$ cat src/tca_params.svh
// Purpose: constants of the time-multiplexed command and audio slave port
// Assumes: included by bare name, after the package
// Notes:   positions are bit numbers within a 32-bit packet
`ifndef TCA_PARAMS_SVH
`define TCA_PARAMS_SVH

// ********************************
// packet fields
// ********************************
`define TCA_BIT_LAST   5'd31
`define TCA_BIT_EXT    30
`define TCA_BIT_DCS    29
`define TCA_BIT_ID_HI  28
`define TCA_BIT_ID_LO  24
`define TCA_BIT_RD     23
`define TCA_BIT_RID_HI 22
`define TCA_BIT_RID_LO 16
`define TCA_BIT_DAT_HI 15
`define TCA_BIT_DAT_LO 8
`define TCA_HDR_BASE   17
`define TCA_ID_BCAST   5'h1f
`define TCA_ID_NONE    5'h00

// ********************************
// bit counts within a packet
// ********************************
`define TCA_CNT_HDR    5'd14
`define TCA_CNT_RID    5'd15
`define TCA_CNT_OE     5'd15
`define TCA_CNT_DFIRST 5'd16
`define TCA_CNT_DLAST  5'd23
`define TCA_CNT_REL    5'd24
`define TCA_RD_OFS     5'd23

// ********************************
// mode entry
// ********************************
`define TCA_SYNC_W     3'd2
`define TCA_MODE_FRM   2'd1

// ********************************
// registers
// ********************************
`define TCA_REG_CHEN   7'd9
`define TCA_REG_DEVID  7'd17
`define TCA_REG_RST    8'h00
`define TCA_CHEN_RST   8'h00
`define TCA_DEVID_RST  8'h01
`define TCA_WB_STAT    10'h200
`define TCA_WB_REGSEL  9
`define TCA_NCH        8

`endif

$ cat src/tca_pkg.sv
// Purpose: types of the time-multiplexed command and audio slave port
// Assumes: nothing
// Notes:   no constants here; see tca_params.svh
package tca_pkg;

	typedef enum logic [1:0] {
		PK_CMD = 2'b00,
		PK_EXT = 2'b01,
		PK_AUD = 2'b10
	} pkt_t;

	typedef struct packed {
		logic        valid;
		logic [2:0]  chan;
		logic [31:0] sample;
	} audio_t;

	typedef struct packed {
		logic fs;
		logic bck;
		logic sdi;
		logic tok;
	} pins_t;

endpackage

$ cat src/tca_slave_port.sv
// Purpose: slave port of a time-multiplexed command and audio serial link
// Assumes: CLK_I at 200 MHz, link pins asynchronous, bit clock much slower
// Notes:   registers reached over classic Wishbone; one audio word per own slot
//
// Overview of operation
// [RULE1] bit 23 high means register read, low means register write
// [RULE2] register id taken from bits 22..16 of command and extended packets
// [RULE3] data byte in bits 15..8 is written to the addressed register
// [RULE4] low byte ignored; nothing driven there on a read
// [RULE5] extended packets decode like commands; bit 31 reserved
// [RULE6] audio packets are 32 bits, msb first, sample at bit 31
// [RULE7] host pads short samples with zeros
// [RULE8] register 9 holds channel enables, register 17 the chain id; the code reads register 9 active-low, a set bit disables its channel
// [RULE9] read data shifts out during the data byte of the same packet
// [RULE10] serial input sampled on rising bit clock edges
// [RULE11] read-back output changes on falling bit clock edges
// [RULE12] read-back driver enabled one bit clock before first data bit
// [RULE13] token output high during this device's last audio slot
// [RULE14] token input high means the next slot belongs to this device
// [RULE15] no active channel: token input passed to token output
// [RULE16] host starts clocks, enters mode, assigns ids, then runs audio
// [RULE17] mode entered after two frames with a two-clock sync pulse
// [RULE18] commands acted on only when chain select bit 29 is low
// [RULE19] id 0x1f is a broadcast write; id 0x00 selects nobody
// [RULE20] extended packets follow the command and the frame has no audio
// [RULE21] read-back output is off except during an own read
// [RULE22] commands for another id, and non-broadcast, are ignored
//
// Design decisions made here: the register addresses and the Wishbone interface to the registers.
`timescale 1ns/100ps
`default_nettype none
`include "tca_params.svh"

module tca_slave_port (
	// clock and reset
	input  wire logic            CLK_I,
	input  wire logic            RST_B_I,
	// wishbone slave
	input  wire logic            CYC_I,
	input  wire logic            STB_I,
	input  wire logic            WE_I,
	input  wire logic [9:0]      ADR_I,
	input  wire logic [3:0]      SEL_I,
	input  wire logic [31:0]     DAT_I,
	output logic      [31:0]     DAT_O,
	output logic                 ACK_O,
	// serial link
	input  wire logic            FRAME_SYNC_IN_I,
	input  wire logic            SERIAL_BIT_CLOCK_I,
	input  wire logic            SERIAL_CMD_AUDIO_IN_I,
	output logic                 READBACK_OUT_O,
	output logic                 READBACK_OE_O,
	// daisy chain
	input  wire logic            CHAIN_TOKEN_IN_I,
	output logic                 CHAIN_TOKEN_OUT_O,
	// received audio and mode
	output var tca_pkg::audio_t  AUDIO_O,
	output logic                 TDM_MODE_O
);

	// ********************************
	// decoding helpers
	// ********************************
	function automatic logic [3:0] count_ones(input logic [7:0] m);
		logic [3:0] n;
		n = 4'h0;
		for (int i = 0; i < `TCA_NCH; i++) begin
			n = n + {3'h0, m[i]};
		end
		return n;
	endfunction

	function automatic logic [2:0] nth_active(input logic [7:0] m, input logic [3:0] k);
		logic [3:0] n;
		logic [2:0] c;
		n = 4'h0;
		c = 3'h0;
		for (int i = 0; i < `TCA_NCH; i++) begin
			if (m[i]) begin
				if (n == k) begin
					c = 3'(i);
				end
				n = n + 4'h1;
			end
		end
		return c;
	endfunction

	function automatic logic id_hit(input logic [4:0] id, input logic [4:0] own,
	                                input logic wr);
		return (id != `TCA_ID_NONE) && ((id == own) || (wr && id == `TCA_ID_BCAST));
	endfunction

	// ********************************
	// pin synchronisers
	// ********************************
	logic [3:0]      pin_raw;
	logic [3:0]      pin_s1;
	logic [3:0]      pin_s2;
	tca_pkg::pins_t  pins;
	logic            bck_d;
	logic            bck_rise;
	logic            bck_fall;

	assign pin_raw = {FRAME_SYNC_IN_I, SERIAL_BIT_CLOCK_I, SERIAL_CMD_AUDIO_IN_I,
	                  CHAIN_TOKEN_IN_I};

	for (genvar gi = 0; gi < 4; gi++) begin : g_sync
		always_ff @(posedge CLK_I or negedge RST_B_I) begin
			if (!RST_B_I) begin
				pin_s1[gi] <= 1'b0;
				pin_s2[gi] <= 1'b0;
			end else begin
				pin_s1[gi] <= pin_raw[gi];
				pin_s2[gi] <= pin_s1[gi];
			end
		end
	end

	assign pins = tca_pkg::pins_t'(pin_s2);

	always_ff @(posedge CLK_I or negedge RST_B_I) begin
		if (!RST_B_I) begin
			bck_d <= 1'b0;
		end else begin
			bck_d <= pins.bck;
		end
	end

	assign bck_rise = pins.bck & ~bck_d; // [RULE10]
	assign bck_fall = ~pins.bck & bck_d; // [RULE11]

	// ********************************
	// register file
	// ********************************
	logic [7:0]  regs [0:127];
	logic [4:0]  own_id;
	logic [7:0]  active;
	logic [3:0]  n_act;

	assign own_id = regs[`TCA_REG_DEVID][4:0]; // [RULE8]
	assign active = ~regs[`TCA_REG_CHEN];      // [RULE8]
	assign n_act  = count_ones(active);

	// ********************************
	// mode entry
	// ********************************
	logic        fs_prev;
	logic [2:0]  fs_hi_cnt;
	logic [1:0]  good_frm;
	logic        tdm_mode;
	logic        frame_start;

	assign frame_start = bck_rise & pins.fs & ~fs_prev;

	always_ff @(posedge CLK_I or negedge RST_B_I) begin
		if (!RST_B_I) begin
			fs_prev   <= 1'b0;
			fs_hi_cnt <= 3'h0;
			good_frm  <= 2'h0;
			tdm_mode  <= 1'b0;
		end else if (bck_rise) begin
			fs_prev <= pins.fs;
			if (pins.fs) begin
				if (fs_hi_cnt != 3'h7) begin
					fs_hi_cnt <= fs_hi_cnt + 3'h1;
				end
			end else begin
				fs_hi_cnt <= 3'h0;
			end
			if (!pins.fs && fs_prev) begin
				if (fs_hi_cnt == `TCA_SYNC_W) begin // [RULE17]
					if (good_frm >= `TCA_MODE_FRM) begin
						tdm_mode <= 1'b1;
					end else begin
						good_frm <= good_frm + 2'h1;
					end
				end else begin
					good_frm <= 2'h0;
					tdm_mode <= 1'b0;
				end
			end
		end
	end

	// ********************************
	// packet receiver
	// ********************************
	logic [4:0]      rx_cnt;
	logic [31:0]     sh;
	logic [31:0]     word;
	logic [14:0]     hdr;
	logic            pkt_end;
	tca_pkg::pkt_t   pkt;
	tca_pkg::pkt_t   next_pkt;
	logic            cmd_ok;
	logic            cmd_wr;

	assign word    = {sh[30:0], pins.sdi};            // [RULE6]
	assign hdr     = {sh[13:0], pins.sdi};
	assign pkt_end = bck_rise & ~frame_start & (rx_cnt == `TCA_BIT_LAST);

	always_comb begin
		case (pkt)
			tca_pkg::PK_CMD: begin
				next_pkt = word[`TCA_BIT_EXT] ? tca_pkg::PK_EXT : tca_pkg::PK_AUD; // [RULE20]
			end
			// once extended packets run, the rest of the frame carries no audio
			tca_pkg::PK_EXT: begin
				next_pkt = tca_pkg::PK_EXT; // [RULE20]
			end
			tca_pkg::PK_AUD: begin
				next_pkt = tca_pkg::PK_AUD;
			end
			default: begin
				next_pkt = tca_pkg::PK_AUD;
			end
		endcase
	end

	// bit 31 is not looked at, so extended packets decode alike
	assign cmd_ok = tdm_mode & (pkt != tca_pkg::PK_AUD)        // [RULE5]
	              & ~word[`TCA_BIT_DCS];                       // [RULE18]
	assign cmd_wr = pkt_end & cmd_ok & ~word[`TCA_BIT_RD]      // [RULE1]
	              & id_hit(word[`TCA_BIT_ID_HI:`TCA_BIT_ID_LO], own_id, 1'b1); // [RULE19] [RULE22]

	always_ff @(posedge CLK_I or negedge RST_B_I) begin
		if (!RST_B_I) begin
			rx_cnt <= 5'h0;
			sh     <= 32'h0;
			pkt    <= tca_pkg::PK_AUD;
		end else if (frame_start) begin
			rx_cnt <= 5'h1;
			sh     <= {31'h0, pins.sdi};
			pkt    <= tca_pkg::PK_CMD;
		end else if (bck_rise) begin
			sh <= word;
			if (rx_cnt == `TCA_BIT_LAST) begin
				rx_cnt <= 5'h0;
				pkt    <= next_pkt;
			end else begin
				rx_cnt <= rx_cnt + 5'h1;
			end
		end
	end

	// ********************************
	// read-back output
	// ********************************
	logic        rd_arm;
	logic [7:0]  rd_byte;
	logic        rb_out;
	logic        rb_oe;
	logic [4:0]  rd_idx;

	assign rd_idx = `TCA_RD_OFS - rx_cnt;

	always_ff @(posedge CLK_I or negedge RST_B_I) begin
		if (!RST_B_I) begin
			rd_arm  <= 1'b0;
			rd_byte <= 8'h00;
		end else if (frame_start) begin
			rd_arm <= 1'b0;
		end else if (bck_rise && rx_cnt == `TCA_CNT_HDR) begin
			rd_arm <= tdm_mode & (pkt != tca_pkg::PK_AUD)
			        & hdr[`TCA_BIT_RD - `TCA_HDR_BASE]                  // [RULE1]
			        & ~hdr[`TCA_BIT_DCS - `TCA_HDR_BASE]                // [RULE18]
			        & id_hit(hdr[`TCA_BIT_ID_HI - `TCA_HDR_BASE:
			                     `TCA_BIT_ID_LO - `TCA_HDR_BASE], own_id, 1'b0); // [RULE22]
		end else if (bck_rise && rx_cnt == `TCA_CNT_RID) begin
			rd_byte <= regs[{sh[`TCA_BIT_RID_HI - `TCA_HDR_BASE:0], pins.sdi}]; // [RULE2]
		end else if (bck_fall && rx_cnt == `TCA_CNT_REL) begin
			rd_arm <= 1'b0;
		end
	end

	always_ff @(posedge CLK_I or negedge RST_B_I) begin
		if (!RST_B_I) begin
			rb_out <= 1'b0;
			rb_oe  <= 1'b0;
		end else if (frame_start || !rd_arm) begin
			rb_out <= 1'b0;
			rb_oe  <= 1'b0; // [RULE21]
		end else if (bck_fall) begin
			if (rx_cnt == `TCA_CNT_OE) begin
				rb_oe  <= 1'b1; // [RULE12]
				rb_out <= 1'b0;
			end else if (rx_cnt >= `TCA_CNT_DFIRST && rx_cnt <= `TCA_CNT_DLAST) begin
				rb_out <= rd_byte[rd_idx[2:0]]; // [RULE9] [RULE11]
			end else if (rx_cnt == `TCA_CNT_REL) begin
				rb_oe  <= 1'b0; // [RULE4]
				rb_out <= 1'b0;
			end
		end
	end

	// ********************************
	// register writes
	// ********************************
	logic        wb_req;
	logic        wb_wr;

	assign wb_req = CYC_I & STB_I & ~ACK_O;
	assign wb_wr  = wb_req & WE_I & SEL_I[0] & ~ADR_I[`TCA_WB_REGSEL];

	always_ff @(posedge CLK_I or negedge RST_B_I) begin
		if (!RST_B_I) begin
			for (int i = 0; i < 128; i++) begin
				regs[i] <= `TCA_REG_RST;
			end
			regs[`TCA_REG_CHEN]  <= `TCA_CHEN_RST;
			regs[`TCA_REG_DEVID] <= `TCA_DEVID_RST;
		end else begin
			if (wb_wr) begin
				regs[ADR_I[8:2]] <= DAT_I[7:0];
			end
			if (cmd_wr) begin
				regs[word[`TCA_BIT_RID_HI:`TCA_BIT_RID_LO]] <=
					word[`TCA_BIT_DAT_HI:`TCA_BIT_DAT_LO]; // [RULE2] [RULE3]
			end
		end
	end

	// ********************************
	// audio slots and chain token
	// ********************************
	logic        tok_seen;
	logic        owning;
	logic        slots_done;
	logic [3:0]  own_cnt;
	logic        tok_out;
	logic        start_own;
	logic        next_owning;
	logic [3:0]  next_own_cnt;
	tca_pkg::audio_t aud;

	assign start_own = ~owning & ~slots_done & (tok_seen | pins.tok)    // [RULE14]
	                 & (n_act != 4'h0) & (next_pkt == tca_pkg::PK_AUD); // [RULE20]
	assign next_owning  = start_own | (owning & (own_cnt + 4'h1 != n_act));
	assign next_own_cnt = start_own ? 4'h0 : own_cnt + 4'h1;

	always_ff @(posedge CLK_I or negedge RST_B_I) begin
		if (!RST_B_I) begin
			tok_seen   <= 1'b0;
			owning     <= 1'b0;
			slots_done <= 1'b0;
			own_cnt    <= 4'h0;
			tok_out    <= 1'b0;
		end else if (frame_start) begin
			tok_seen   <= pins.tok;
			owning     <= 1'b0;
			slots_done <= 1'b0;
			own_cnt    <= 4'h0;
			tok_out    <= (n_act == 4'h0) ? pins.tok : 1'b0;
		end else begin
			if (n_act == 4'h0) begin
				tok_out <= pins.tok; // [RULE15]
			end
			if (bck_rise && pins.tok) begin
				tok_seen <= 1'b1;
			end
			if (pkt_end && tdm_mode) begin
				tok_seen <= 1'b0;
				if (owning && pkt == tca_pkg::PK_AUD) begin
					own_cnt <= next_own_cnt;
					if (!next_owning) begin
						slots_done <= 1'b1;
					end
				end
				if (start_own) begin
					own_cnt <= 4'h0;
				end
				owning <= next_owning & (owning | start_own);
				if (n_act != 4'h0) begin
					tok_out <= next_owning & (next_own_cnt == n_act - 4'h1); // [RULE13]
				end
			end
		end
	end

	always_ff @(posedge CLK_I or negedge RST_B_I) begin
		if (!RST_B_I) begin
			aud <= '0;
		end else begin
			aud.valid <= 1'b0;
			if (pkt_end && tdm_mode && owning && pkt == tca_pkg::PK_AUD) begin
				aud.valid  <= 1'b1;
				aud.chan   <= nth_active(active, own_cnt);
				aud.sample <= word; // [RULE6]
			end
		end
	end

	// ********************************
	// wishbone answer
	// ********************************
	always_ff @(posedge CLK_I or negedge RST_B_I) begin
		if (!RST_B_I) begin
			ACK_O <= 1'b0;
			DAT_O <= 32'h0;
		end else begin
			ACK_O <= wb_req;
			if (wb_req) begin
				if (!ADR_I[`TCA_WB_REGSEL]) begin
					DAT_O <= {24'h0, regs[ADR_I[8:2]]};
				end else if (ADR_I == `TCA_WB_STAT) begin
					DAT_O <= {24'h0, n_act, 2'h0, owning, tdm_mode};
				end else begin
					DAT_O <= 32'h0;
				end
			end
		end
	end

	// ********************************
	// outputs
	// ********************************
	assign READBACK_OUT_O    = rb_out;
	assign READBACK_OE_O     = rb_oe;
	assign CHAIN_TOKEN_OUT_O = tok_out;
	assign AUDIO_O           = aud;
	assign TDM_MODE_O        = tdm_mode;

endmodule

`default_nettype wire

$ cat config.mk
export PLATFORM = sky130hd
export DESIGN_NAME = tca_slave_port
export DESIGN_NICKNAME = d
export VERILOG_FILES = /design/src/tca_pkg.sv /design/src/tca_slave_port.sv
export VERILOG_INCLUDE_DIRS = /design/src
export SDC_FILE = /design/constraint.sdc
export NUM_CORES = 2
export LEC_CHECK = 0
export BUFFER_PORTS_ARGS = -buffer_cell sky130_fd_sc_hd__buf_2
export CAP_MARGIN = 20
export CORE_AREA = 5 5 428 514
export CTS_CLUSTER_DIAMETER = 80
export DETAILED_ROUTE_END_ITERATION = 16
export DIE_AREA = 0 0 433 519
export GPL_ROUTABILITY_DRIVEN = 1
export SYNTH_ARGS = -nofsm -noshare
export SYNTH_HDL_FRONTEND = slang
export SYNTH_SLANG_ARGS = --single-unit
$ cat constraint.sdc
create_clock -name CLK_I -period 8.3 [get_ports CLK_I]
set_input_delay 0.415 -clock CLK_I [delete_from_list [all_inputs] [get_ports CLK_I]]
set_output_delay 0.415 -clock CLK_I [all_outputs]
set_load 0.03 [all_outputs]
==> results.sh <==
export IMPL_status="completed"
export IMPL_wire_per_inst_um=35.4
export IMPL_wl_mm=311
export IMPL_critPathRequiredTime_ns=9.00
export IMPL_synth_cells=6051
export IMPL_drv_slew=0
export IMPL_grt_max_degree=164
export IMPL_fin_nets=5933
export IMPL_io_pins=128
export IMPL_netlist_area_sq_um=74600
export IMPL_io_buffers=76
export IMPL_finalCritPeriodShare=0.597
export IMPL_worstPathMaxFanout=14
export IMPL_ant_nets=0
export IMPL_gr_usage_met3=0.0734
export IMPL_arrival_ns=5.65
export IMPL_dp_slack_ns=3.41
export IMPL_start_util=0.349
export IMPL_synth_flop_cell="dfrtp_1"
export IMPL_clock_root_buffer="clkbuf_16"
export IMPL_worstSetupPathType="flip-flop to flip-flop"
export IMPL_syn2layout_area_growth_pct=10.2
export IMPL_drt_iter0_markers=7977
export IMPL_place_gp_congestion=0.981
export IMPL_yosysUniqueCellTypes=103
export IMPL_crit_path_end_kind="flip-flop"
export IMPL_hpwl_mm=196
export IMPL_drc=0
export IMPL_clock_latency_ns=0.81
export IMPL_busiest_layer="met2"
export IMPL_ys_warn_count=0
export IMPL_tightest_slew_ns=1.31
export IMPL_clockBufferDepth=3
export IMPL_num_vias=57900
export IMPL_use_met1=0.326
export IMPL_ir_drop_v=0.000211
export IMPL_via_per_inst=6.59
export IMPL_synth_seq_cells=1142
export IMPL_fin_crit_ns=4.95
export IMPL_grt_first_pass_wirelength_mm=440
export IMPL_synth_edf_count=0
export IMPL_numCtsBuffers=130
export IMPL_core_area_sq_um=214000
export IMPL_cts_max_level=4
export IMPL_fmax_mhz=202
export IMPL_setup_violations=0
export IMPL_worstSetupStartpointType="flip-flop"
export IMPL_timing_final_ws_setup_ns=3.35
export IMPL_async_flop_share=1.00
export IMPL_antenna_found_initial=29
export IMPL_dieWidth_um=433
export IMPL_cts_tree="done"
export IMPL_first_pass_iters=9
export IMPL_rsz0062_at_grt="no"
export IMPL_synth_seq_area_share=0.383
export IMPL_drive_above_1_share=0.437
export IMPL_synth_area_per_cell_sq_um=12.3
export IMPL_holdCritPathClass="input pin to flip-flop"
export IMPL_power_density_nw_per_um2=161
export IMPL_maxCapViolCount=0
export IMPL_grt_pass1_vias=57300
export IMPL_grt_usage=0.269
export IMPL_grt_overflow=0
export IMPL_use_met2=0.400
export IMPL_die_h_um=519
export IMPL_design_die_area_sq_um=225000
export IMPL_clk_pin_slew_ns=0.06
export IMPL_hold_viol=0
export IMPL_setup_tns_final_ns=0
export IMPL_p_leak_uw=0.0374
export IMPL_finClkSkew_ns=0.0371
export IMPL_cts_sinks=1142
export IMPL_rows=186
export IMPL_relSlewSlack=0.116
-- timing repair --
| action | CTS | global route |
|---|---|---|
| hold buffers | 6 | 0 |
| endpoints found under the setup margin | 0 | 0 |
| buffers inserted | 0 | 0 |
| resized for setup | 0 | 0 |
| endpoints found under the hold margin | 123 | 0 |
-- final timing paths --
kind / slack [ns] / to / start / depth (start not counted)
worst max-delay path: 3.35 / CHAIN_TOKEN_OUT_O$_DFF_PN0_ / regs[947]$_DFF_PN0_ / 12
worst min-delay path: 0.07 / ACK_O$_DFF_PN0_ / CYC_I / 4
worst max register to register: 3.35 / CHAIN_TOKEN_OUT_O$_DFF_PN0_ / regs[947]$_DFF_PN0_ / 12
worst min register to register: 0.34 / hdr[0]$_DFF_PN0_ / pin_s1[1]$_DFF_PN0_ / 0
max in group asynchronous: 5.72 / regs[371]$_DFF_PN0_ / RST_B_I / 4
min in group asynchronous: 0.24 / AUDIO_O[3]$_DFFE_PN0P_ / RST_B_I / 2
-- stage by stage --
step / utilization / std cells / hold WS (ns) / cell area [sq um] / power, uW
2_1_floorplan: - / 6074 / 0.119 / 74700 / 6580
3_3_place_gp: 0.363 / 8528 / 0.337 / 77700 / 7230
3_5_place_dp: 0.363 / 8530 / 0.342 / 77700 / 7240
4_1_cts: 0.384 / 8767 / 0.0205 / 82100 / 13200
5_1_grt: 0.384 / 8776 / 0.0685 / 82200 / 13500
6_report: 0.384 / 8787 / 0.0703 / 82200 / 13200
-- placed cells by master, fill, tap and decap left out, types with 25 or more instances in the layout --
cell,count
a21oi_1,92
a221o_1,25
a221oi_1,97
a22o_1,48
a22oi_1,174
a31oi_1,30
buf_2,64
buf_4,138
clkbuf_1,27
clkbuf_16,136
clkbuf_8,33
dfrtp_1,1128
inv_1,40
mux2_2,1454
mux2_4,210
mux2i_1,357
mux4_2,351
nand2_1,427
nand2_8,30
nand2b_1,25
nand3_1,139
nor2_1,119
nor3_1,29
o21ai_0,163
o2bb2ai_1,67
xnor2_1,27
-- cells by family (layout without fill, tap and decap cells) --
group / after synthesis / in the layout / synth area share
AO/OA/AOI/OAI: 854 / 854 / 0.0832
XOR/XNOR: 47 / 47 / 0.00676
adder cells (fa/ha/maj): 25 / 25 / 0.00460
buffers and inverters: 631 / 509 / 0.0352
flip-flops: 1142 / 1142 / 0.383
multiplexers: 2382 / 2382 / 0.417
other: 1 / 39 / 0.0000503
AND/OR/NAND/NOR: 969 / 969 / 0.0700
-- state kept, by name, indices dropped and copies added, names as in the netlist, 3 cells and up --
| name | count |
|---|---|
| sh | 31 |
| pin_s1 | 4 |
| fs_hi_cnt | 3 |
| own_cnt | 4 |
| DAT_O | 8 |
| rd_byte | 8 |
| regs | 1019 |
| own_id | 5 |
| rx_cnt | 5 |
| pin_s2 | 3 |
| AUDIO_O | 36 |
-- power by group --
group | switching (uW) | internal (uW) | leakage, uW
combinational | 975 | 428 | 0.0202
clock | 2580 | 3460 | 0.00214
sequential | 150 | 5640 | 0.0150
-- routing by layer --
layer  vias up  share of wire  routed length (um)
li1      22700              -                   -
met5         -        0.00048                 150
met4        24          0.099               30600
met3      1269           0.10               32600
met1     29900           0.36              112000
met2      4024           0.44              136000
-- worst max-delay path, cell delays in order (launching register included) --
cell	delay (ns)
dfrtp_1	0.76
fa_1	0.55
fa_1	0.46
fa_1	0.50
inv_1	0.04
ha_1	0.21
fa_1	0.47
xor2_1	0.70
xnor2_1	0.15
o41ai_1	0.58
a21oi_1	0.17
a31oi_1	0.20
nor2_1	0.06
-- cell usage after synthesis (14+ instances only) --
cell type / n / area share
a22oi_1: 174 / 0.018
nor4_1: 14 / 0.0012
mux2i_1: 357 / 0.048
mux2_4: 210 / 0.042
nand4_1: 15 / 0.0013
mux2_2: 1454 / 0.22
nand2_1: 427 / 0.021
inv_1: 42 / 0.0021
xnor2_1: 27 / 0.0032
and2_1: 21 / 0.0018
nand2b_1: 26 / 0.0022
a221o_1: 25 / 0.0034
nor3_1: 31 / 0.0021
a21oi_1: 92 / 0.0062
o211ai_1: 20 / 0.0020
nand2_8: 30 / 0.0080
nor2_1: 124 / 0.0062
nand3_1: 140 / 0.0094
mux4_2: 351 / 0.11
ha_1: 21 / 0.0035
o2bb2ai_1: 67 / 0.0079
a221oi_1: 97 / 0.011
a22o_1: 48 / 0.0056
clkbuf_1: 405 / 0.020
buf_2: 64 / 0.0043
buf_4: 32 / 0.0032
dfrtp_1: 1140 / 0.38
a31oi_1: 30 / 0.0025
nand2_2: 14 / 0.0012
nor2b_1: 25 / 0.0021
buf_1: 81 / 0.0041
o22ai_1: 17 / 0.0014
o21ai_0: 163 / 0.011
-- area by class of cell --
class / instances / area [sq um]
multi-input combinational: 4301 / 43600
timing repair buffer: 234 / 1880
clock buffer: 196 / 3960
clock inverter: 35 / 400
antenna: 15 / 37.5
inverter: 44 / 170
tap: 2820 / 3530
fill: 20300 / 132000
sequential: 1142 / 28600
Power figures use the tool's default switching activity.
